<file path="src/sod_pkg.sv">
package sod_pkg;
  // Prefix byte of a two-byte memory code
  localparam logic [7:0] PFX_21 = 8'h21;
  // Decoded operation classes
  typedef enum logic [5:0] {
    SOD_NONE,
    SOD_BLOCK2D_SETUP, SOD_BLOCK2D_COPY_ALL, SOD_BLOCK2D_COPY_NONZERO_BYTES, SOD_BLOCK2D_COPY_ZERO_BYTES,
    SOD_CRC_WORD, SOD_CRC_BYTE, SOD_BIT_COUNT, SOD_BIT_REV_WORD, SOD_BIT_REV_NBITS,
    SOD_FP_CHECK_ERR, SOD_FP_TEST_ERR, SOD_FP_UNPACK, SOD_FP_ROUND, SOD_FP_POSTNORM,
    SOD_RANGE_SIGNED, SOD_RANGE_UNSIGNED, SOD_BYTE_RANGE_CHECK, SOD_BYTE_RANGE_CHECK_U,
    SOD_HALF_RANGE_CHECK, SOD_HALF_RANGE_CHECK_U, SOD_SEXT_HALF, SOD_SEXT_BYTE,
    SOD_HALF_SUBSCRIPT, SOD_HALFWORD_LOAD, SOD_HALF_STORE, SOD_LOAD_BYTE_SX, SOD_LOAD_HALF_SX,
    SOD_DEV_LOAD_BYTE, SOD_DEV_LOAD_HALF, SOD_DEV_LOAD_WORD, SOD_DEV_STORE_BYTE,
    SOD_DEV_STORE_HALF, SOD_DEV_STORE_WORD, SOD_DEV_BLOCK,
    SOD_Q_SWAP, SOD_Q_SWAP_TIMER, SOD_Q_INSERT, SOD_TIMESLICE, SOD_RESTART, SOD_CAUSE_ERR,
    SOD_TRAP_LOAD_HANDLER, SOD_TRAP_LOAD_PROC, SOD_TRAP_STORE_PROC, SOD_TRAP_STORE_HANDLER,
    SOD_TRAP_ENABLE, SOD_TRAP_DISABLE, SOD_TRAP_RETURN
  } sod_op_t;
  // Cycle counts; zero means data dependent (unbounded by the table)
  localparam logic [5:0] CYC_CRC_WORD = 6'h22;
  localparam logic [5:0] CYC_CRC_BYTE = 6'h0a;
  localparam logic [5:0] CYC_TRAP_LS  = 6'h0b;
  localparam logic [5:0] CYC_RESTART  = 6'h13;
  localparam logic [5:0] CYC_TRET     = 6'h09;
  // Address layout
  localparam int ADDR_W     = 32;
  localparam int WORD_W     = 30;
  localparam int BSEL_W     = 2;
  localparam int PIN_ADDR_W = 20;
  localparam logic [2:0] PERIPH_TOP = 3'h1;
endpackage

</file>
<file path="src/sod_addr_split.sv">
`timescale 1ns/1ps
`default_nettype none
module sod_addr_split
  import sod_pkg::*;
(
  // Address in
  input  wire logic [31:0] addr,
  input  wire logic        dev_access,
  // Fields out
  output logic [29:0]      word_addr,
  output logic [1:0]       byte_sel,
  output logic [1:0]       bank,
  output logic [19:0]      pin_addr,
  output logic             to_periph
);
  assign word_addr = addr[31:2];
  assign byte_sel  = addr[1:0];
  assign bank      = addr[31:30];
  // bits 20 to 29 never leave the chip
  assign pin_addr  = addr[19:0];
  // device access to upper half of bank zero
  assign to_periph = dev_access && (addr[31:29] == PERIPH_TOP);
endmodule
`default_nettype wire

</file>
<file path="src/sod_decoder.sv">
`timescale 1ns/1ps
`default_nettype none
// Operation
// - Codes 25FB..25FE decode to block setup (1 cycle) and the three 2D copies.
// - Code 27F4 is a word CRC of 34 cycles and 27F5 a byte CRC of 10 cycles.
// - Code 27F6 counts one bits in 3 cycles.
// - Code 27F7 reverses the word in 1 cycle and 27F8 the low n bits in 2 cycles.
// - Float unpack 26F3 is 4 cycles, round 26FD 7, post-normalize 26FC 7 to 8.
// - Code 27F3 checks float error in 2 cycles and 29FC pushes true as no FPU exists.
// - Range checks 2CF7/2CFC take 2 to 4 cycles, byte and halfword checks 2 to 3.
// - Code 2FF8 sign-extends a halfword in 2 cycles and 2BF8 a byte in 3.
// - Codes 2CF1, 2CFA, 2BF9, 2FF9 take 1 cycle and 2CF8 takes 2.
// - Device loads and stores 2FF0..2FF5 take 3 cycles and 62F4 is device block move.
// - Scheduler codes 60F0..60F3, 62FE, 62FF take 3, 5, 1-2, 3-4, 19 and 2 cycles.
// - Trap load/store codes take 11 cycles, enable/disable 2 and return 9.
// - Addresses are signed 32-bit, split into 30-bit word and 2-bit byte select.
// - Four banks are selected by the two top address bits.
// - Address bits 20 to 29 are kept internally but not driven to pins.
// - Device access to upper half of bank zero reaches peripherals, all else goes to memory.
module sod_decoder
  import sod_pkg::*;
(
  // Clock and reset
  input  wire logic        clock,
  input  wire logic        rst,
  // Instruction bytes from fetch
  input  wire logic        byte_valid,
  input  wire logic [7:0]  byte_in,
  // Operand address
  input  wire logic [31:0] op_addr,
  // Decoded issue
  output sod_pkg::sod_op_t op_q,
  output logic             issue_q,
  output logic [5:0]       cyc_min_q,
  output logic [5:0]       cyc_max_q,
  output logic             fp_true_q,
  // Address fields
  output logic [29:0]      word_addr_q,
  output logic [1:0]       byte_sel_q,
  output logic [1:0]       bank_q,
  output logic [19:0]      pin_addr_q,
  output logic             to_periph_q,
  output logic             to_ext_q
);
  import sod_pkg::*;

  ////////////////////////////////////////////////////////////////////
  // Decode table
  function automatic logic [17:0] lookup(input logic [15:0] code);
    sod_op_t o;
    logic [5:0] mn;
    logic [5:0] mx;
    o = SOD_NONE;
    mn = 6'h00;
    mx = 6'h00;
    case (code)
      16'h25fb: begin o = SOD_BLOCK2D_SETUP; mn = 6'h01; mx = 6'h01; end
      16'h25fc: o = SOD_BLOCK2D_COPY_ALL;
      16'h25fd: o = SOD_BLOCK2D_COPY_NONZERO_BYTES;
      16'h25fe: o = SOD_BLOCK2D_COPY_ZERO_BYTES;
      16'h27f4: begin o = SOD_CRC_WORD; mn = CYC_CRC_WORD; mx = CYC_CRC_WORD; end
      16'h27f5: begin o = SOD_CRC_BYTE; mn = CYC_CRC_BYTE; mx = CYC_CRC_BYTE; end
      16'h27f6: begin o = SOD_BIT_COUNT; mn = 6'h03; mx = 6'h03; end
      16'h27f7: begin o = SOD_BIT_REV_WORD; mn = 6'h01; mx = 6'h01; end
      16'h27f8: begin o = SOD_BIT_REV_NBITS; mn = 6'h02; mx = 6'h02; end
      16'h26f3: begin o = SOD_FP_UNPACK; mn = 6'h04; mx = 6'h04; end
      16'h26fd: begin o = SOD_FP_ROUND; mn = 6'h07; mx = 6'h07; end
      16'h26fc: begin o = SOD_FP_POSTNORM; mn = 6'h07; mx = 6'h08; end
      16'h27f3: begin o = SOD_FP_CHECK_ERR; mn = 6'h02; mx = 6'h02; end
      16'h29fc: begin o = SOD_FP_TEST_ERR; mn = 6'h01; mx = 6'h01; end
      16'h2cf7: begin o = SOD_RANGE_SIGNED; mn = 6'h02; mx = 6'h04; end
      16'h2cfc: begin o = SOD_RANGE_UNSIGNED; mn = 6'h02; mx = 6'h04; end
      16'h2bfa: begin o = SOD_BYTE_RANGE_CHECK; mn = 6'h02; mx = 6'h03; end
      16'h2bfb: begin o = SOD_BYTE_RANGE_CHECK_U; mn = 6'h02; mx = 6'h03; end
      16'h2ffa: begin o = SOD_HALF_RANGE_CHECK; mn = 6'h02; mx = 6'h03; end
      16'h2ffb: begin o = SOD_HALF_RANGE_CHECK_U; mn = 6'h02; mx = 6'h03; end
      16'h2ff8: begin o = SOD_SEXT_HALF; mn = 6'h02; mx = 6'h02; end
      16'h2bf8: begin o = SOD_SEXT_BYTE; mn = 6'h03; mx = 6'h03; end
      16'h2cf1: begin o = SOD_HALF_SUBSCRIPT; mn = 6'h01; mx = 6'h01; end
      16'h2cfa: begin o = SOD_HALFWORD_LOAD; mn = 6'h01; mx = 6'h01; end
      16'h2cf8: begin o = SOD_HALF_STORE; mn = 6'h02; mx = 6'h02; end
      16'h2bf9: begin o = SOD_LOAD_BYTE_SX; mn = 6'h01; mx = 6'h01; end
      16'h2ff9: begin o = SOD_LOAD_HALF_SX; mn = 6'h01; mx = 6'h01; end
      16'h2ff0: begin o = SOD_DEV_LOAD_BYTE; mn = 6'h03; mx = 6'h03; end
      16'h2ff2: begin o = SOD_DEV_LOAD_HALF; mn = 6'h03; mx = 6'h03; end
      16'h2ff4: begin o = SOD_DEV_LOAD_WORD; mn = 6'h03; mx = 6'h03; end
      16'h2ff1: begin o = SOD_DEV_STORE_BYTE; mn = 6'h03; mx = 6'h03; end
      16'h2ff3: begin o = SOD_DEV_STORE_HALF; mn = 6'h03; mx = 6'h03; end
      16'h2ff5: begin o = SOD_DEV_STORE_WORD; mn = 6'h03; mx = 6'h03; end
      16'h62f4: o = SOD_DEV_BLOCK;
      16'h60f0: begin o = SOD_Q_SWAP; mn = 6'h03; mx = 6'h03; end
      16'h60f1: begin o = SOD_Q_SWAP_TIMER; mn = 6'h05; mx = 6'h05; end
      16'h60f2: begin o = SOD_Q_INSERT; mn = 6'h01; mx = 6'h02; end
      16'h60f3: begin o = SOD_TIMESLICE; mn = 6'h03; mx = 6'h04; end
      16'h62fe: begin o = SOD_RESTART; mn = CYC_RESTART; mx = CYC_RESTART; end
      16'h62ff: begin o = SOD_CAUSE_ERR; mn = 6'h02; mx = 6'h02; end
      16'h26fe: begin o = SOD_TRAP_LOAD_HANDLER; mn = CYC_TRAP_LS; mx = CYC_TRAP_LS; end
      16'h2cf6: begin o = SOD_TRAP_LOAD_PROC; mn = CYC_TRAP_LS; mx = CYC_TRAP_LS; end
      16'h2cfb: begin o = SOD_TRAP_STORE_PROC; mn = CYC_TRAP_LS; mx = CYC_TRAP_LS; end
      16'h26ff: begin o = SOD_TRAP_STORE_HANDLER; mn = CYC_TRAP_LS; mx = CYC_TRAP_LS; end
      16'h60f7: begin o = SOD_TRAP_ENABLE; mn = 6'h02; mx = 6'h02; end
      16'h60f6: begin o = SOD_TRAP_DISABLE; mn = 6'h02; mx = 6'h02; end
      16'h60fb: begin o = SOD_TRAP_RETURN; mn = CYC_TRET; mx = CYC_TRET; end
      default: o = SOD_NONE;
    endcase
    return {o, mn, mx};
  endfunction

  function automatic logic is_dev(input sod_op_t o);
    return (o == SOD_DEV_LOAD_BYTE) || (o == SOD_DEV_LOAD_HALF) || (o == SOD_DEV_LOAD_WORD) ||
           (o == SOD_DEV_STORE_BYTE) || (o == SOD_DEV_STORE_HALF) || (o == SOD_DEV_STORE_WORD) ||
           (o == SOD_DEV_BLOCK);
  endfunction

  ////////////////////////////////////////////////////////////////////
  // Prefix accumulation
  logic [15:0] pfx_q;
  logic [15:0] pfx_d;
  logic [17:0] hit;
  logic [15:0] code;
  sod_op_t     op_d;
  logic        issue_d;
  logic [5:0]  cyc_min_d;
  logic [5:0]  cyc_max_d;

  always_comb begin
    pfx_d     = pfx_q;
    issue_d   = 1'b0;
    code      = {pfx_q[11:0], byte_in[3:0]};
    hit       = 18'h0;
    op_d      = op_q;
    cyc_min_d = cyc_min_q;
    cyc_max_d = cyc_max_q;
    if (byte_valid) begin
      // prefix bytes (function 2 and 6) shift in
      if (byte_in[7:4] == 4'h2 || byte_in[7:4] == 4'h6) begin
        pfx_d = {pfx_q[7:0], byte_in};
      end else begin
        pfx_d     = 16'h0000;
        code      = {pfx_q[7:0], byte_in};
        hit       = lookup(code);
        op_d      = sod_op_t'(hit[17:12]);
        cyc_min_d = hit[11:6];
        cyc_max_d = hit[5:0];
        issue_d   = 1'b1;
      end
    end
  end

  always_ff @(posedge clock or posedge rst) begin
    if (rst) begin
      pfx_q     <= 16'h0000;
      op_q      <= SOD_NONE;
      issue_q   <= 1'b0;
      cyc_min_q <= 6'h00;
      cyc_max_q <= 6'h00;
    end else begin
      pfx_q     <= pfx_d;
      op_q      <= op_d;
      issue_q   <= issue_d;
      cyc_min_q <= cyc_min_d;
      cyc_max_q <= cyc_max_d;
    end
  end

  ////////////////////////////////////////////////////////////////////
  // Result flags and address
  logic        fp_true_d;
  logic [29:0] wa;
  logic [1:0]  bs;
  logic [1:0]  bk;
  logic [19:0] pa;
  logic        per;

  sod_addr_split u_split (
    .addr       (op_addr),
    .dev_access (is_dev(op_d)),
    .word_addr  (wa),
    .byte_sel   (bs),
    .bank       (bk),
    .pin_addr   (pa),
    .to_periph  (per)
  );

  always_comb begin
    fp_true_d = issue_d && (op_d == SOD_FP_TEST_ERR);
  end

  always_ff @(posedge clock or posedge rst) begin
    if (rst) begin
      fp_true_q   <= 1'b0;
      word_addr_q <= 30'h0;
      byte_sel_q  <= 2'h0;
      bank_q      <= 2'h0;
      pin_addr_q  <= 20'h00000;
      to_periph_q <= 1'b0;
      to_ext_q    <= 1'b0;
    end else begin
      fp_true_q   <= fp_true_d;
      word_addr_q <= wa;
      byte_sel_q  <= bs;
      bank_q      <= bk;
      pin_addr_q  <= pa;
      to_periph_q <= issue_d && per;
      to_ext_q    <= issue_d && !per;
    end
  end

  ////////////////////////////////////////////////////////////////////
  // Checks
  chk_crc_word_time: assert property (@(posedge clock) disable iff (rst)
    (byte_valid && pfx_q[7:0] == 8'h27 && byte_in == 8'hf4) |=> (issue_q && cyc_max_q == 6'h22))
    else $error("crc word timing wrong");
  chk_bitcnt_time: assert property (@(posedge clock) disable iff (rst)
    (issue_q && op_q == SOD_BIT_COUNT) |-> (cyc_min_q == 6'h03 && cyc_max_q == 6'h03))
    else $error("bit count timing wrong");
  chk_fpu_true: assert property (@(posedge clock) disable iff (rst)
    fp_true_q |-> (op_q == SOD_FP_TEST_ERR && issue_q))
    else $error("fp true without its code");
  chk_range_bound: assert property (@(posedge clock) disable iff (rst)
    (issue_q && op_q == SOD_RANGE_SIGNED) |-> (cyc_min_q == 6'h02 && cyc_max_q == 6'h04))
    else $error("range check timing wrong");
  chk_dev_time: assert property (@(posedge clock) disable iff (rst)
    (byte_valid && pfx_q[7:0] == 8'h2f && byte_in == 8'hf5) |=> (op_q == SOD_DEV_STORE_WORD && cyc_max_q == 6'h03))
    else $error("device store decode wrong");
  chk_restart_time: assert property (@(posedge clock) disable iff (rst)
    (issue_q && op_q == SOD_RESTART) |-> cyc_max_q == 6'h13)
    else $error("restart timing wrong");
  chk_trap_time: assert property (@(posedge clock) disable iff (rst)
    (issue_q && op_q == SOD_TRAP_RETURN) |-> cyc_min_q == 6'h09)
    else $error("trap return timing wrong");
  chk_bank_field: assert property (@(posedge clock) disable iff (rst)
    ##1 bank_q == $past(op_addr[31:30]))
    else $error("bank select wrong");
  chk_periph_route: assert property (@(posedge clock) disable iff (rst)
    to_periph_q |-> ($past(op_addr[31:29]) == 3'h1 && !to_ext_q))
    else $error("peripheral route wrong");
  chk_prefix_clear: assert property (@(posedge clock) disable iff (rst)
    issue_q |-> pfx_q == 16'h0000)
    else $error("prefix not cleared");
  // Timing table rows not covered above
  chk_block_setup: assert property (@(posedge clock) disable iff (rst)
    (issue_q && op_q == SOD_BLOCK2D_SETUP) |-> (cyc_min_q == 6'h01 && cyc_max_q == 6'h01))
    else $error("block setup timing wrong");
  chk_block_copy: assert property (@(posedge clock) disable iff (rst)
    (byte_valid && pfx_q[7:0] == 8'h25 && byte_in == 8'hfc) |=> (issue_q && op_q == SOD_BLOCK2D_COPY_ALL))
    else $error("block copy decode wrong");
  chk_crc_byte_time: assert property (@(posedge clock) disable iff (rst)
    (issue_q && op_q == SOD_CRC_BYTE) |-> (cyc_min_q == 6'h0a && cyc_max_q == 6'h0a))
    else $error("crc byte timing wrong");
  chk_bitrev_time: assert property (@(posedge clock) disable iff (rst)
    (issue_q && op_q == SOD_BIT_REV_NBITS) |-> (cyc_min_q == 6'h02 && cyc_max_q == 6'h02))
    else $error("bit reverse timing wrong");
  chk_postnorm_span: assert property (@(posedge clock) disable iff (rst)
    (issue_q && op_q == SOD_FP_POSTNORM) |-> (cyc_min_q == 6'h07 && cyc_max_q == 6'h08))
    else $error("post normalize timing wrong");
  chk_fpu_need: assert property (@(posedge clock) disable iff (rst)
    (issue_q && op_q == SOD_FP_TEST_ERR) |-> fp_true_q)
    else $error("fp true missing");
  chk_sext_byte_time: assert property (@(posedge clock) disable iff (rst)
    (issue_q && op_q == SOD_SEXT_BYTE) |-> (cyc_min_q == 6'h03 && cyc_max_q == 6'h03))
    else $error("byte sign extend timing wrong");
  chk_half_store_time: assert property (@(posedge clock) disable iff (rst)
    (issue_q && op_q == SOD_HALF_STORE) |-> (cyc_min_q == 6'h02 && cyc_max_q == 6'h02))
    else $error("halfword store timing wrong");
  chk_queue_time: assert property (@(posedge clock) disable iff (rst)
    (issue_q && op_q == SOD_Q_INSERT) |-> (cyc_min_q == 6'h01 && cyc_max_q == 6'h02))
    else $error("queue insert timing wrong");
  chk_trap_ls_time: assert property (@(posedge clock) disable iff (rst)
    (issue_q && (op_q == SOD_TRAP_LOAD_HANDLER || op_q == SOD_TRAP_STORE_HANDLER)) |-> cyc_max_q == 6'h0b)
    else $error("trap load store timing wrong");
  // Address fields follow the operand one cycle late
  chk_word_split: assert property (@(posedge clock) disable iff (rst)
    ##1 (word_addr_q == $past(op_addr[31:2]) && byte_sel_q == $past(op_addr[1:0])))
    else $error("word split wrong");
  chk_pin_field: assert property (@(posedge clock) disable iff (rst)
    ##1 pin_addr_q == $past(op_addr[19:0]))
    else $error("pin address wrong");
  chk_route_one: assert property (@(posedge clock) disable iff (rst)
    issue_q |-> (to_periph_q != to_ext_q))
    else $error("route not exactly one");
  chk_ext_route: assert property (@(posedge clock) disable iff (rst)
    to_ext_q |-> (issue_q && !to_periph_q))
    else $error("external route wrong");
  chk_periph_dev: assert property (@(posedge clock) disable iff (rst)
    to_periph_q |-> is_dev(op_q))
    else $error("peripheral route without device op");
  // Prefix bytes never issue; final bytes always do
  chk_issue_pulse: assert property (@(posedge clock) disable iff (rst)
    (byte_valid && byte_in[7:4] != 4'h2 && byte_in[7:4] != 4'h6) |=> issue_q)
    else $error("final byte not issued");
  chk_prefix_quiet: assert property (@(posedge clock) disable iff (rst)
    (byte_valid && (byte_in[7:4] == 4'h2 || byte_in[7:4] == 4'h6)) |=> !issue_q)
    else $error("prefix byte issued");
  chk_prefix_shift: assert property (@(posedge clock) disable iff (rst)
    (byte_valid && byte_in[7:4] == 4'h2) |=> pfx_q[7:0] == $past(byte_in))
    else $error("prefix not accumulated");
endmodule
`default_nettype wire

</file>
<file path="config.mk">
export PLATFORM = sky130hd
export DESIGN_NAME = sod_decoder
export DESIGN_NICKNAME = d
export VERILOG_FILES = /design/src/sod_pkg.sv /design/src/sod_addr_split.sv /design/src/sod_decoder.sv
export SDC_FILE = /design/constraint.sdc
export NUM_CORES = 1
export LEC_CHECK = 0
export CAP_MARGIN = 20
export CORE_MARGIN = 2
export CORE_UTILIZATION = 25
export DETAILED_ROUTE_END_ITERATION = 10
export DONT_BUFFER_PORTS = 1
export PLACE_DENSITY = 0.43
export SYNTH_ARGS = -nofsm -noshare
export SYNTH_HDL_FRONTEND = slang
export SYNTH_SLANG_ARGS = --single-unit
</file>
<file path="constraint.sdc">
create_clock -name clock -period 3 [get_ports clock]
set_input_delay 0.6 -clock clock [delete_from_list [all_inputs] [get_ports clock]]
set_output_delay 0.6 -clock clock [all_outputs]
set_load 0.02 [all_outputs]
</file>
* Word-level counts from Yosys, hierarchy flattened
Index checks and enable logic that the tools add are counted.
** Word-level totals
- Flip-flop bits (word level) :: 84
- Bits of input ports :: 43
- Output and inout port bits :: 76
- Word-level logic and storage cells :: 101
** Operators by class
- Equal/unequal tests :: 58
- Mux-type cells :: 8
- Bitwise operators :: 1
- Reduce and logical (&&, ||, !) cells :: 22
** Operators with widths (count)
- 16-bit by 14-bit equality test with 1-bit output (second input constant) :: 37
- 6-bit one-hot mux with 47 select lines :: 1
- 16-bit by 15-bit equality test with 1-bit output (second input constant) :: 10
- 6-bit one-hot mux with 12 select lines :: 1
- 6-bit one-hot mux with 11 select lines :: 1
- 13-bit OR reduction :: 2
- 6-bit by 5-bit equality test with 1-bit output (second input constant) :: 4
- 6-bit equality test (second input constant) :: 3
- 8-bit OR reduction :: 2
- 6-bit two-way mux :: 2
- 10-bit OR reduction :: 1
- 8-bit two-way mux :: 1
- 4-bit OR reduction :: 2
- 1-bit logical OR :: 7
- 7-bit OR reduction :: 1
- 6-bit by 4-bit equality test with 1-bit output (second input constant) :: 1
- 4-bit by 2-bit equality test with 1-bit output (second input constant) :: 1
- 4-bit by 3-bit equality test with 1-bit output (second input constant) :: 1
- 1-bit logical AND :: 4
- 3-bit by 1-bit equality test with 1-bit output (second input constant) :: 1
- 1-bit two-way mux :: 2
- 2-bit AND reduction :: 1
- 2-bit OR reduction :: 1
- 1-bit logical NOT :: 1
- 1-bit inverter :: 1

* Logic depth before layout (Yosys ltp)
Gate-level depths: netlist of run 1.
- Depth in word-level cells :: 14
- Depth in mapped cells :: 10
- Gate-level depth less buffers :: 9

* Modules after synthesis
From an unflattened synthesis of run 1, not the netlist that was laid out.
** Unflattened totals
- Cell total of the unflattened synthesis :: 432
- Area, all modules :: 4375.4 um^2
** Modules (own cells, without submodules)
- sod_decoder :: times used 1, cells an instance 377, area each 3957.5 um^2, sequential area each 2102.0 um^2
- sod_addr_split :: times used 1, cells an instance 55, area each 417.9 um^2, sequential area each 0.0 um^2

* Worst setup path before layout of run 1
OpenSTA, ideal clock, no wires.
- Kind :: input to register
- Start :: input byte_in[2]
- End :: register to_ext_q
- Library setup time :: 0.124 ns
- Data arrival time :: 2.580 ns
- Setup slack :: 0.296 ns
- Cell stages on the path :: 10
- Cell sequence :: clkbuf_1 > clkbuf_1 > nand4b_1 > a21oi_1 > a222oi_1 > nand3_1 > o32ai_1 > and4_1 > a21oi_1 > o31a_1
** Between the ends
- Longest elaborated chain between the ends :: 14
- Elaborated cells on any way between the ends :: 66
- Classes of those cells :: eq/ne (54); mux (3); reduce/logical (9)
** RTL lines
- from (decl) :: RTL line sod_decoder.sv:28 : input wire logic [7:0] byte_in,
- 16-bit by 15-bit equality test with 1-bit output or 16-bit by 14-bit equality test with 1-bit output (tied branches) :: RTL line sod_decoder.sv:56 : case (code)
- 6-bit one-hot mux with 47 select lines (*) :: RTL line sod_decoder.sv:56
- 6-bit two-way mux (*) :: RTL line sod_decoder.sv:136 : if (byte_in[7:4] == 4'h2 || byte_in[7:4] == 4'h6) begin
- 6-bit two-way mux (*) :: RTL line sod_decoder.sv:134 : if (byte_valid) begin
- 6-bit by 5-bit equality test with 1-bit output :: RTL line sod_decoder.sv:110 : return (o == SOD_DEV_LOAD_BYTE) || (o == SOD_DEV_LOAD_HALF) || (o == SOD_DEV_LOAD_WORD) ||
- 1-bit logical OR (3 in a row) :: RTL line sod_decoder.sv:110
- 1-bit logical OR (2 in a row) :: RTL line sod_decoder.sv:111 : (o == SOD_DEV_STORE_BYTE) || (o == SOD_DEV_STORE_HALF) || (o == SOD_DEV_STORE_WORD) ||
- 1-bit logical OR (*) :: RTL line sod_decoder.sv:111
- 1-bit logical AND (*) :: RTL line sod_addr_split.sv:22 : assign to_periph = dev_access && (addr[31:29] == PERIPH_TOP);
- 1-bit logical NOT (*) :: RTL line sod_decoder.sv:205 : to_ext_q <= issue_d && !per;
- 1-bit logical AND (*) :: RTL line sod_decoder.sv:205
- to (signal assigned) :: RTL line sod_decoder.sv:205
- to (decl) :: RTL line sod_decoder.sv:43 : output logic to_ext_q
Every way passes the cells marked *; elsewhere a longest branch is shown, timed or not.
A chain may end at the register's enable or synchronous reset.

* Worst setup path in the final report of run 1
- Start :: register pfx_q[4]
- End :: register to_ext_q
** Between the ends
- Longest elaborated chain between the ends :: 14
- Elaborated cells on any way between the ends :: 66
- Classes of those cells :: eq/ne (54); mux (3); reduce/logical (9)
** RTL lines
- from (decl) :: RTL line sod_decoder.sv:117 : logic [15:0] pfx_q;
- from (signal assigned) :: RTL line sod_decoder.sv:158 : pfx_q <= pfx_d;
- 16-bit by 15-bit equality test with 1-bit output or 16-bit by 14-bit equality test with 1-bit output (tied branches) :: RTL line sod_decoder.sv:56
- 6-bit one-hot mux with 47 select lines (*) :: RTL line sod_decoder.sv:56
- 6-bit two-way mux (*) :: RTL line sod_decoder.sv:136
- 6-bit two-way mux (*) :: RTL line sod_decoder.sv:134
- 6-bit by 5-bit equality test with 1-bit output :: RTL line sod_decoder.sv:110
- 1-bit logical OR (3 in a row) :: RTL line sod_decoder.sv:110
- 1-bit logical OR (2 in a row) :: RTL line sod_decoder.sv:111
- 1-bit logical OR (*) :: RTL line sod_decoder.sv:111
- 1-bit logical AND (*) :: RTL line sod_addr_split.sv:22
- 1-bit logical NOT (*) :: RTL line sod_decoder.sv:205
- 1-bit logical AND (*) :: RTL line sod_decoder.sv:205
Marks and branches as above.

==> results.sh, run 1 <==
export IMPL_final_hold_viol_count=0
export IMPL_clk_latency_ns=0.33
export IMPL_antenna_left=0
export IMPL_io_pin_count=119
export IMPL_switchingPower_uw=612
export IMPL_io_buffers=0
export IMPL_synth_edf_count=0
export IMPL_antennaDiodeCount=0
export IMPL_drt_wl_total_mm=12.2
export IMPL_rows=43
export IMPL_drtIter0Drc=267
export IMPL_path_class="reg -> reg"
export IMPL_clockBufferDepth=2
export IMPL_r2r_slack_ns=0.15
export IMPL_ir_drop_mv=0.299
export IMPL_htree_levels=3
export IMPL_cts_tree="done"
export IMPL_combPwrFrac_pct=9.7
export IMPL_worst_pin_slew_ns=0.639
export IMPL_clk_pin_slew_ns=0.06
export IMPL_synthAdderAreaFrac_pct=0.286
export IMPL_clock_sinks=62
export IMPL_min_path_type="in -> async"
export IMPL_maxSlewHeadroom_pct=57.3
export IMPL_netSwitchingFraction_pct=25.9
export IMPL_synth_compound_area_share_pct=14.9
export IMPL_track_usage_pct=16.6
export IMPL_wl_per_cell_um=20.9
export IMPL_fin_util_pct=30.8
export IMPL_core_area_sq_um=13800
export IMPL_run_status="finished, final reports clean"
export IMPL_place_area_sq_um=3890
export IMPL_ff_latch_area_sq_um=1550
export IMPL_cp_end_kind="flip-flop"
export IMPL_leakage_nw=1.68
export IMPL_setup_viol=0
export IMPL_skew_ns=0.00805
export IMPL_gp_congestion=0.902
export IMPL_yosys_area_top_type="dfrtp_1"
export IMPL_tns_ns=0
export IMPL_r2r_cells=9
export IMPL_grt_pass1_wl_mm=18.7
export IMPL_worstPathRequired_ns=3.22
export IMPL_synth_top_area_share_pct=44.4
export IMPL_pwr_share_clk_pct=48.5
export IMPL_syn_to_final_growth_pct=21.4
export IMPL_critPathArrivalTime_ns=3.07
export IMPL_period_share_pct=95.1
export IMPL_p_per_area_nw_per_um2=556
export IMPL_vias=3199
export IMPL_start_util_pct=25.4
export IMPL_fill_cells=1465
export IMPL_syn_instance_count=379
export IMPL_worstReg2RegEnd="to_ext_q$_DFF_PP0_"
export IMPL_crit_fanout=5
export IMPL_ys_flop_type="dfrtp_1"
export IMPL_async_flop_share_pct=100
export IMPL_cts_setup_buffers=0
export IMPL_rsz0062_at_grt="false"
export IMPL_num_nets_final=441
export IMPL_ys_types=63
export IMPL_yosys_warnings=0
export IMPL_seqPwrFrac_pct=41.8
export IMPL_cts_root_buf="clkbuf_16"
export IMPL_synthMuxAreaShare_pct=2.33
export IMPL_setup_ws_ns=0.147
export IMPL_grt_start_max_net_pins=35
export IMPL_timing_hold_ws_ns=0.241
export IMPL_internal_power_mw=1.75
export IMPL_fin_area_sq_um=4240
export IMPL_hpwl_mm=9.12
export IMPL_synth_xor_area_share_pct=0.501
export IMPL_grt_pass1_vias=3290
export IMPL_synth_top_family_by_area="simple AND/OR/NAND/NOR gates"
export IMPL_viasPerCell=5.49
export IMPL_fin_crit_ns=2.85
export IMPL_synth_area_sq_um=3490
export IMPL_synth_nets=422
export IMPL_yosys_area_share_simple_pct=29.1
export IMPL_r2r_start="pfx_q[4]$_DFFE_PP0P_"
export IMPL_drive_gt1_share_pct=21.8
export IMPL_die_area_sq_um=14900
export IMPL_drv_cap=0
export IMPL_antenna_found_initial=0
export IMPL_fmaxAchievable_mhz=350
export IMPL_slew_violations=0
export IMPL_dieHeight_um=122
export IMPL_syn_area_per_cell_sq_um=9.22
export IMPL_yosys_top_cells_area="dfrtp_1 (44%), buf_4 (4.7%), nand2_1 (4.2%), nor2_1 (3.4%), o21ai_0 (2.3%)"
export IMPL_dp_cells=567
export IMPL_ys_ff_latch=62
export IMPL_dpl_worst_slack_ns=0.0956
export IMPL_grt_overflow_total=0
export IMPL_drcViolationCount=0
export IMPL_seq_area_frac_synth_pct=44.4
export IMPL_cp_start_kind="flip-flop"
export IMPL_fin_cells=583
export IMPL_die_w_um=122
export IMPL_total_power_mw=2.36
export IMPL_multi_input_area_sq_um=1670
export IMPL_dr_pass1_iters=6
export IMPL_cts_buffers=9
==> final cells by class <==
class | count | share of cell area [%]
clock buffer | 11 | 5.96
clock inverter | 5 | 1.92
inverter | 8 | 0.708
multi-input combinational | 261 | 39.3
sequential | 62 | 36.6
tap | 180 | 5.31
timing repair buffer | 56 | 10.2
==> worst max-delay path by stage <==
stage,cells past startpoint,startpoint,endpoint,slack [ns]
final,9,pfx_q[4]$_DFFE_PP0P_,to_ext_q$_DFF_PP0_,0.15
after global routing,10,pfx_q[4]$_DFFE_PP0P_,to_ext_q$_DFF_PP0_,0.03
after CTS,10,pfx_q[4]$_DFFE_PP0P_,to_ext_q$_DFF_PP0_,0.1
after detailed placement,9,byte_in[6],to_ext_q$_DFF_PP0_,0.1
after global placement,8,byte_in[6],to_ext_q$_DFF_PP0_,0.1
after floorplan,10,byte_in[2],to_ext_q$_DFF_PP0_,0.30
==> cell families (layout without fill, tap and decap cells) <==
kind of cell             count (synthesis)  count (layout)
multiplexers                             8               8
buffers and inverters                   56              80
XOR/XNOR                                 2               2
AO/OA/AOI/OAI                           74              74
AND/OR/NAND/NOR                        176             176
adder cells (fa/ha/maj)                  1               1
flip-flops                              62              62
==> sequential cells by signal, summed over array words and instances (netlist names) <==
name / cells
bank_q: 2
cyc_max_q: 6
cyc_min_q: 6
fp_true_q: 1
issue_q: 1
op_q: 6
pfx_q: 8
pin_addr_q: 19
to_ext_q: 1
to_periph_q: 1
word_addr_q: 11
==> cell usage in the layout (no fill, tap or decap), drive strengths merged, types with 3 or more instances in the layout <==
cell	instances
a21oi	14
and2	4
and4	5
buf	56
clkbuf	11
clkinv	5
dfrtp	62
inv	5
mux2i	7
nand2	39
nand2b	6
nand3	15
nand4	11
nand4b	5
nor2	32
nor2b	5
nor3	12
nor3b	4
nor4	10
nor4b	4
o211ai	3
o21a	3
o21ai	16
o22ai	4
o311ai	3
o32ai	4
or2	3
or4	4
or4bb	5
==> synth_stat cells (3+ instances only) <==
| library cell | n |
|---|---|
| nand2_1 | 39 |
| clkinv_1 | 3 |
| nor2b_1 | 5 |
| nand3_1 | 15 |
| buf_4 | 22 |
| nand4b_1 | 5 |
| buf_2 | 3 |
| nand2b_1 | 6 |
| nor4_1 | 9 |
| o21a_1 | 3 |
| and2_1 | 4 |
| clkbuf_1 | 21 |
| nor3b_1 | 4 |
| nor4b_1 | 4 |
| nand4_1 | 10 |
| o21ai_0 | 16 |
| inv_1 | 5 |
| dfrtp_1 | 62 |
| o22ai_1 | 4 |
| o32ai_1 | 4 |
| a21oi_1 | 14 |
| or4bb_1 | 5 |
| nor3_1 | 12 |
| and4_1 | 5 |
| o311ai_0 | 3 |
| or2_2 | 3 |
| o211ai_1 | 3 |
| nor2_1 | 32 |
| mux2i_1 | 7 |
| or4_1 | 3 |
==> repair_timing <==
action | 4_1_cts | 5_1_grt
endpoints found under the setup margin | 0 | 2
hold buffers | 0 | 0
resized for setup | 0 | 4
==> critical path: stages (launching register included) <==
cell and delay (ns):
dfrtp_1 0.38, or4b_4 0.55, buf_4 0.16, nor4_4 0.47, a222oi_1 0.26, nand3_1 0.15
o32ai_1 0.12, nor4_1 0.27, a21oi_1 0.14, o31a_1 0.24
==> layer usage <==
metal  track usage (%)  up-vias  routed length [um]
li1                  -     1418                   -
met1              19.8     1533                4790
met2              25.3      202                5490
met3              6.27       46                1360
met4              9.99        0                 567
met5                 0        -                   0
==> power by group through the flow <==
stage	sequential, mW	clock [mW]	combinational, mW
2_1_floorplan	0.965	0	0.196
3_3_place_gp	1.00	0	0.229
3_5_place_dp	1.00	0	0.226
4_1_cts	0.987	1.18	0.227
5_1_grt	0.995	1.23	0.250
6_report	0.986	1.14	0.230
Power figures use the tool's default switching activity.
==> run 2, diff against run 1 <==
--- a/config.mk
+++ b/config.mk
@@ -10,6 +10,7 @@
 export CORE_UTILIZATION = 25
 export DETAILED_ROUTE_END_ITERATION = 10
 export DONT_BUFFER_PORTS = 1
+export MAX_ROUTING_LAYER = met4
 export PLACE_DENSITY = 0.43
 export SYNTH_ARGS = -nofsm -noshare
 export SYNTH_HDL_FRONTEND = slang
==> run 2 against run 1 <==
Net effect: maximum frequency grew 2.5%; global-route usage up 0.55 points; combinational power is 3% lower; highest routed layer unchanged.
==> results.sh, run 2 (synthesis gave the netlist of run 1 again) <==
export IMPL_mostFrequentLayoutCells="dfrtp_1 (61), buf_4 (55), nand2_1 (39)"
export IMPL_critPathArrivalTime_ns=3.05
export IMPL_clockBufferDepth=2
export IMPL_drive_gt1_share_pct=21.3
export IMPL_cp_start_kind="flip-flop"
export IMPL_drt_wl_total_mm=11.9
export IMPL_max_stage_delay_ns=0.61
export IMPL_clock_sinks=62
export IMPL_clk_latency_ns=0.32
export IMPL_cpMaxStageDelayCell="or4bb_1"
export IMPL_period_share_pct=92.8
export IMPL_syn_to_final_growth_pct=20.8
export IMPL_dp_cells=567
export IMPL_cts_buffers=9
export IMPL_min_path_type="in -> async"
export IMPL_dr_pass1_iters=4
export IMPL_multi_input_area_sq_um=1660
export IMPL_fin_crit_ns=2.78
export IMPL_cp_end_kind="flip-flop"
export IMPL_fill_cells=1479
export IMPL_cts_tree="done"
export IMPL_worst_pin_slew_ns=0.665
export IMPL_track_usage_pct=17.1
export IMPL_antennaDiodeCount=0
export IMPL_p_per_area_nw_per_um2=548
export IMPL_core_area_sq_um=13800
export IMPL_path_buf_inv=1
export IMPL_die_w_um=122
export IMPL_grt_start_max_net_pins=34
export IMPL_crit_fanout=16
export IMPL_rsz0062_at_grt="false"
export IMPL_use_met2_pct=25.4
export IMPL_ir_drop_mv=0.235
export IMPL_viasPerCell=5.30
export IMPL_ff_latch_area_sq_um=1550
export IMPL_path_class="reg -> reg"
export IMPL_drtIter0Drc=204
export IMPL_htree_levels=3
export IMPL_reg_top3="pin_addr_q (19), word_addr_q (11), pfx_q (8)"
export IMPL_final_hold_viol_count=0
export IMPL_mostFrequentLayoutCell="dfrtp_1"
export IMPL_grt_overflow_total=0
export IMPL_cts_root_buf="clkbuf_16"
export IMPL_slew_violations=0
export IMPL_gr_max_usage_layer="met2"
export IMPL_antenna_found_initial=0
export IMPL_regMostFlops="pin_addr_q"
export IMPL_largest_reg_flops=19
export IMPL_skew_ns=0.00561
export IMPL_rows=43
export IMPL_drv_cap=0
export IMPL_maxSlewHeadroom_pct=55.6
export IMPL_grt_util_met3_pct=5.76
export IMPL_fmaxAchievable_mhz=359
export IMPL_clk_pin_slew_ns=0.05
export IMPL_grt_pass1_vias=3261
export IMPL_crit_family="simple AND/OR/NAND/NOR gates"
export IMPL_hpwl_mm=9.14
export IMPL_gr_usage_met1_pct=21.2
export IMPL_gp_congestion=0.928
export IMPL_io_pin_count=119
export IMPL_worstPathCellList="or4bb_1, or4_1, a2bb2oi_1, nor4b_1, buf_4, nand3_1, o211ai_1, a21oi_1, o31a_1"
export IMPL_num_nets_final=441
export IMPL_vias=3092
export IMPL_grt_pass1_wl_mm=19.0
export IMPL_run_status="finished, final reports clean"
export IMPL_io_buffers=0
export IMPL_drcViolationCount=0
export IMPL_start_util_pct=25.4
export IMPL_worstPathRequired_ns=3.26
export IMPL_tns_ns=0
export IMPL_wl_per_cell_um=20.5
export IMPL_fin_cells=583
export IMPL_dieHeight_um=122
export IMPL_setup_viol=0
export IMPL_die_area_sq_um=14900
export IMPL_antenna_left=0
export IMPL_leakage_nw=1.68
## run 2: cell types whose count changed in the layout (fill, tap and decap cells not counted), sizes merged
| cell | change |
|---|---|
| clkinvlp | -1 |
| clkbuf | +1 |
## run 2: power by group
part | total (mW) | switching [mW] | internal (mW)
clock network | 1.10 | 0.354 | 0.747
logic | 0.224 | 0.127 | 0.0967
registers | 0.989 | 0.109 | 0.880
## run 2: worst register-to-register path: cells and delay by family (launching register included)
| kind | cells | cell delay, ns |
|---|---|---|
| AO/OA/AOI/OAI | 4 | 0.67 |
| flip-flops | 1 | 0.54 |
| buffers and inverters | 1 | 0.14 |
| AND/OR/NAND/NOR | 4 | 1.36 |
## run 2: cell type report
class,count,share of cell area (%)
clock inverters,4,1.66
flip-flops and latches,62,36.8
clock buffers,12,5.84
repair buffers,56,10.3
well taps,180,5.34
multi-input cells,261,39.4
inverters,8,0.712
## run 2: path summary, 6_finish.rpt
path                            depth (start not counted)                       to  slack (ns)                 start
worst max-delay path                                    9       to_ext_q$_DFF_PP0_        0.22  pfx_q[1]$_DFFE_PP0P_
worst min-delay path                                    1  pin_addr_q[4]$_DFF_PP0_        0.26                   rst
worst max register to register                          9       to_ext_q$_DFF_PP0_        0.22  pfx_q[1]$_DFFE_PP0P_
worst min register to register                          2     pfx_q[5]$_DFFE_PP0P_        0.58  pfx_q[5]$_DFFE_PP0P_
max in group asynchronous                               2     pfx_q[0]$_DFFE_PP0P_        1.93                   rst
min in group clock                                      0  pin_addr_q[9]$_DFF_PP0_        0.30            op_addr[9]
## run 2: layer usage
metal  part of all wire (%)  routed length [um]
met1                     41                4910
met4                    3.2                 383
met5                      0                   0
met3                     10                1190
met2                     46                5440
## run 2: what timing repair did
item / CTS / global route
setup buffers: 0 / 0
endpoints found under the setup margin: 0 / 3
hold buffers: 0 / 0
gates resized for setup: 0 / 5
## run 2: through the flow
step                power (mW)  worst slack (ns)  util [%]  area (sq um)  hold WS (ns)
floorplan                 1.16             0.296         -          3490         0.514
global placement          1.23            0.0433      28.3          3890         0.551
detailed placement        1.23            0.0138      28.3          3890         0.573
CTS                       2.35           0.00729      30.6          4210         0.271
global route              2.42            0.0205      30.6          4220         0.283
finish                    2.31             0.215      30.6          4220         0.257
==> run 3, diff against run 2 <==
--- a/config.mk
+++ b/config.mk
@@ -5,13 +5,14 @@
 export SDC_FILE = /design/constraint.sdc
 export NUM_CORES = 1
 export LEC_CHECK = 0
+export ABC_CLOCK_PERIOD_IN_PS = 3000
 export CAP_MARGIN = 20
 export CORE_MARGIN = 2
 export CORE_UTILIZATION = 25
 export DETAILED_ROUTE_END_ITERATION = 10
 export DONT_BUFFER_PORTS = 1
 export MAX_ROUTING_LAYER = met4
-export PLACE_DENSITY = 0.43
+export PLACE_DENSITY = 0.5
 export SYNTH_ARGS = -nofsm -noshare
 export SYNTH_HDL_FRONTEND = slang
 export SYNTH_SLANG_ARGS = --single-unit
==> run 3 against run 2 <==
Net effect: count of clock-buffer cells in the layout up 1; global-route usage down 0.56 points; largest power group unchanged; cell count up 1.0%; wire length down 1.5%; clock power down 9.9%; die area unchanged; utilization up 0.25 points.
==> results.sh, run 3 (synthesis gave the netlist of run 1 again) <==
export IMPL_setup_ws_ns=0.101
export IMPL_timing_hold_ws_ns=0.249
export IMPL_drive_gt1_share_pct=23.0
export IMPL_ir_drop_mv=0.216
export IMPL_worstReg2RegEnd="to_ext_q$_DFF_PP0_"
export IMPL_worst_pin_slew_ns=0.707
export IMPL_r2r_cells=9
export IMPL_htree_levels=3
export IMPL_largest_reg_flops=19
export IMPL_reg_top3="pin_addr_q (19), word_addr_q (11), pfx_q (8)"
export IMPL_cts_tree="done"
export IMPL_dpl_worst_slack_ns=0.0689
export IMPL_r2r_slack_ns=0.10
export IMPL_clock_sinks=62
export IMPL_dr_pass1_iters=5
export IMPL_hpwl_mm=9.03
export IMPL_grt_overflow_total=0
export IMPL_antennaDiodeCount=0
export IMPL_grt_start_max_net_pins=34
export IMPL_leakage_nw=1.69
export IMPL_track_usage_pct=16.6
export IMPL_die_area_sq_um=14900
export IMPL_worstPathRequired_ns=3.21
export IMPL_tns_ns=0
export IMPL_r2r_start="pfx_q[4]$_DFFE_PP0P_"
export IMPL_fin_area_sq_um=4260
export IMPL_vias=3181
export IMPL_final_hold_viol_count=0
export IMPL_fin_crit_ns=2.90
export IMPL_antenna_found_initial=0
export IMPL_dp_cells=573
export IMPL_mostFrequentLayoutCells="dfrtp_1 (62), buf_4 (62), nand2_1 (39)"
export IMPL_cts_root_buf="clkbuf_16"
export IMPL_place_area_sq_um=3940
export IMPL_die_w_um=122
export IMPL_clk_latency_ns=0.32
export IMPL_fin_cells=589
export IMPL_antenna_left=0
export IMPL_cp_end_kind="flip-flop"
export IMPL_gp_congestion=0.943
export IMPL_grt_pass1_wl_mm=18.5
export IMPL_dieHeight_um=122
export IMPL_wl_per_cell_um=19.9
export IMPL_fin_util_pct=30.9
export IMPL_slew_violations=0
export IMPL_rsz0062_at_grt="false"
export IMPL_clockBufferDepth=2
export IMPL_cts_hold_buf=0
export IMPL_fmaxAchievable_mhz=345
export IMPL_startpoint="pfx_q[4]$_DFFE_PP0P_"
export IMPL_core_area_sq_um=13800
export IMPL_io_pin_count=119
export IMPL_run_status="finished, final reports clean"
export IMPL_drtIter0Drc=259
export IMPL_start_util_pct=25.4
export IMPL_cts_buffers=9
export IMPL_p_per_area_nw_per_um2=517
export IMPL_skew_ns=0.00551
export IMPL_maxSlewHeadroom_pct=52.7
export IMPL_io_buffers=0
export IMPL_cp_start_kind="flip-flop"
export IMPL_drcViolationCount=0
export IMPL_viasPerCell=5.40
export IMPL_total_power_mw=2.20
export IMPL_period_share_pct=96.6
export IMPL_cp_endpoint="to_ext_q$_DFF_PP0_"
export IMPL_path_class="reg -> reg"
export IMPL_clk_pin_slew_ns=0.06
export IMPL_regMostFlops="pin_addr_q"
export IMPL_drt_wl_total_mm=11.7
export IMPL_grt_pass1_vias=3255
export IMPL_critPathArrivalTime_ns=3.11
export IMPL_syn_to_final_growth_pct=21.8
export IMPL_setup_viol=0
export IMPL_crit_fanout=8
export IMPL_drv_cap=0
export IMPL_min_path_type="in -> async"
export IMPL_rows=43
export IMPL_num_nets_final=448
-- run 3: cell types whose count changed in the layout (fill, tap and decap cells not counted), moves of 2 or more --
cell	delta
clkbuf_8	+3
clkinvlp_4	+2
bufinv_16	-2
clkbuf_1	-2
clkinv_2	-2
buf_4	+7
-- run 3: worst max-delay path: stages (launching register included) --
cell and delay [ns]:
dfrtp_1 0.38, or4b_1 0.60, buf_4 0.20, or4_4 0.55, nand3_1 0.10, o211ai_1 0.10, a41oi_2 0.30, and4_1 0.25
a21oi_2 0.05, o31a_1 0.24
-- run 3: repair_timing --
item                                    CTS  global route
resized for setup                         0             4
endpoints found under the setup margin    0             2
setup buffers                             0             1
-- run 3: how the worst min path moves through the flow --
stage | startpoint | end | slack (ns)
2_1_floorplan | pfx_q[5]$_DFFE_PP0P_ | pfx_q[5]$_DFFE_PP0P_ | 0.51
3_3_place_gp | pfx_q[5]$_DFFE_PP0P_ | pfx_q[5]$_DFFE_PP0P_ | 0.58
3_5_place_dp | pfx_q[5]$_DFFE_PP0P_ | pfx_q[5]$_DFFE_PP0P_ | 0.60
4_1_cts | rst | pin_addr_q[15]$_DFF_PP0_ | 0.27
5_1_grt | op_addr[30] | bank_q[0]$_DFF_PP0_ | 0.28
6_report | rst | word_addr_q[18]$_DFF_PP0_ | 0.25
-- run 3: metal layers --
layer | track usage [%] | up-vias | part of all wire (%)
met5 | - | - | 0
met4 | 7.33 | 0 | 2.5
met3 | 4.79 | 25 | 8.7
met2 | 25.9 | 169 | 47
met1 | 19.9 | 1551 | 42
li1 | - | 1436 | -
-- run 3: layout make-up --
cell class / count / area (sq um)
Clock inverter: 2 / 15.0
Inverter: 8 / 30.0
Tap cell: 180 / 225
Timing Repair Buffer: 63 / 485
Fill cell: 1468 / 9520
Sequential cell: 62 / 1550
Multi-Input combinational cell: 261 / 1670
Clock buffer: 13 / 280
-- run 3: power by group --
group          internal (mW)  leakage, nW  switching (mW)  total (mW)
sequential             0.880        0.765           0.107       0.987
clock                  0.644        0.140           0.347       0.991
combinational         0.0941        0.788           0.130       0.224
total                   1.62         1.69           0.584        2.20
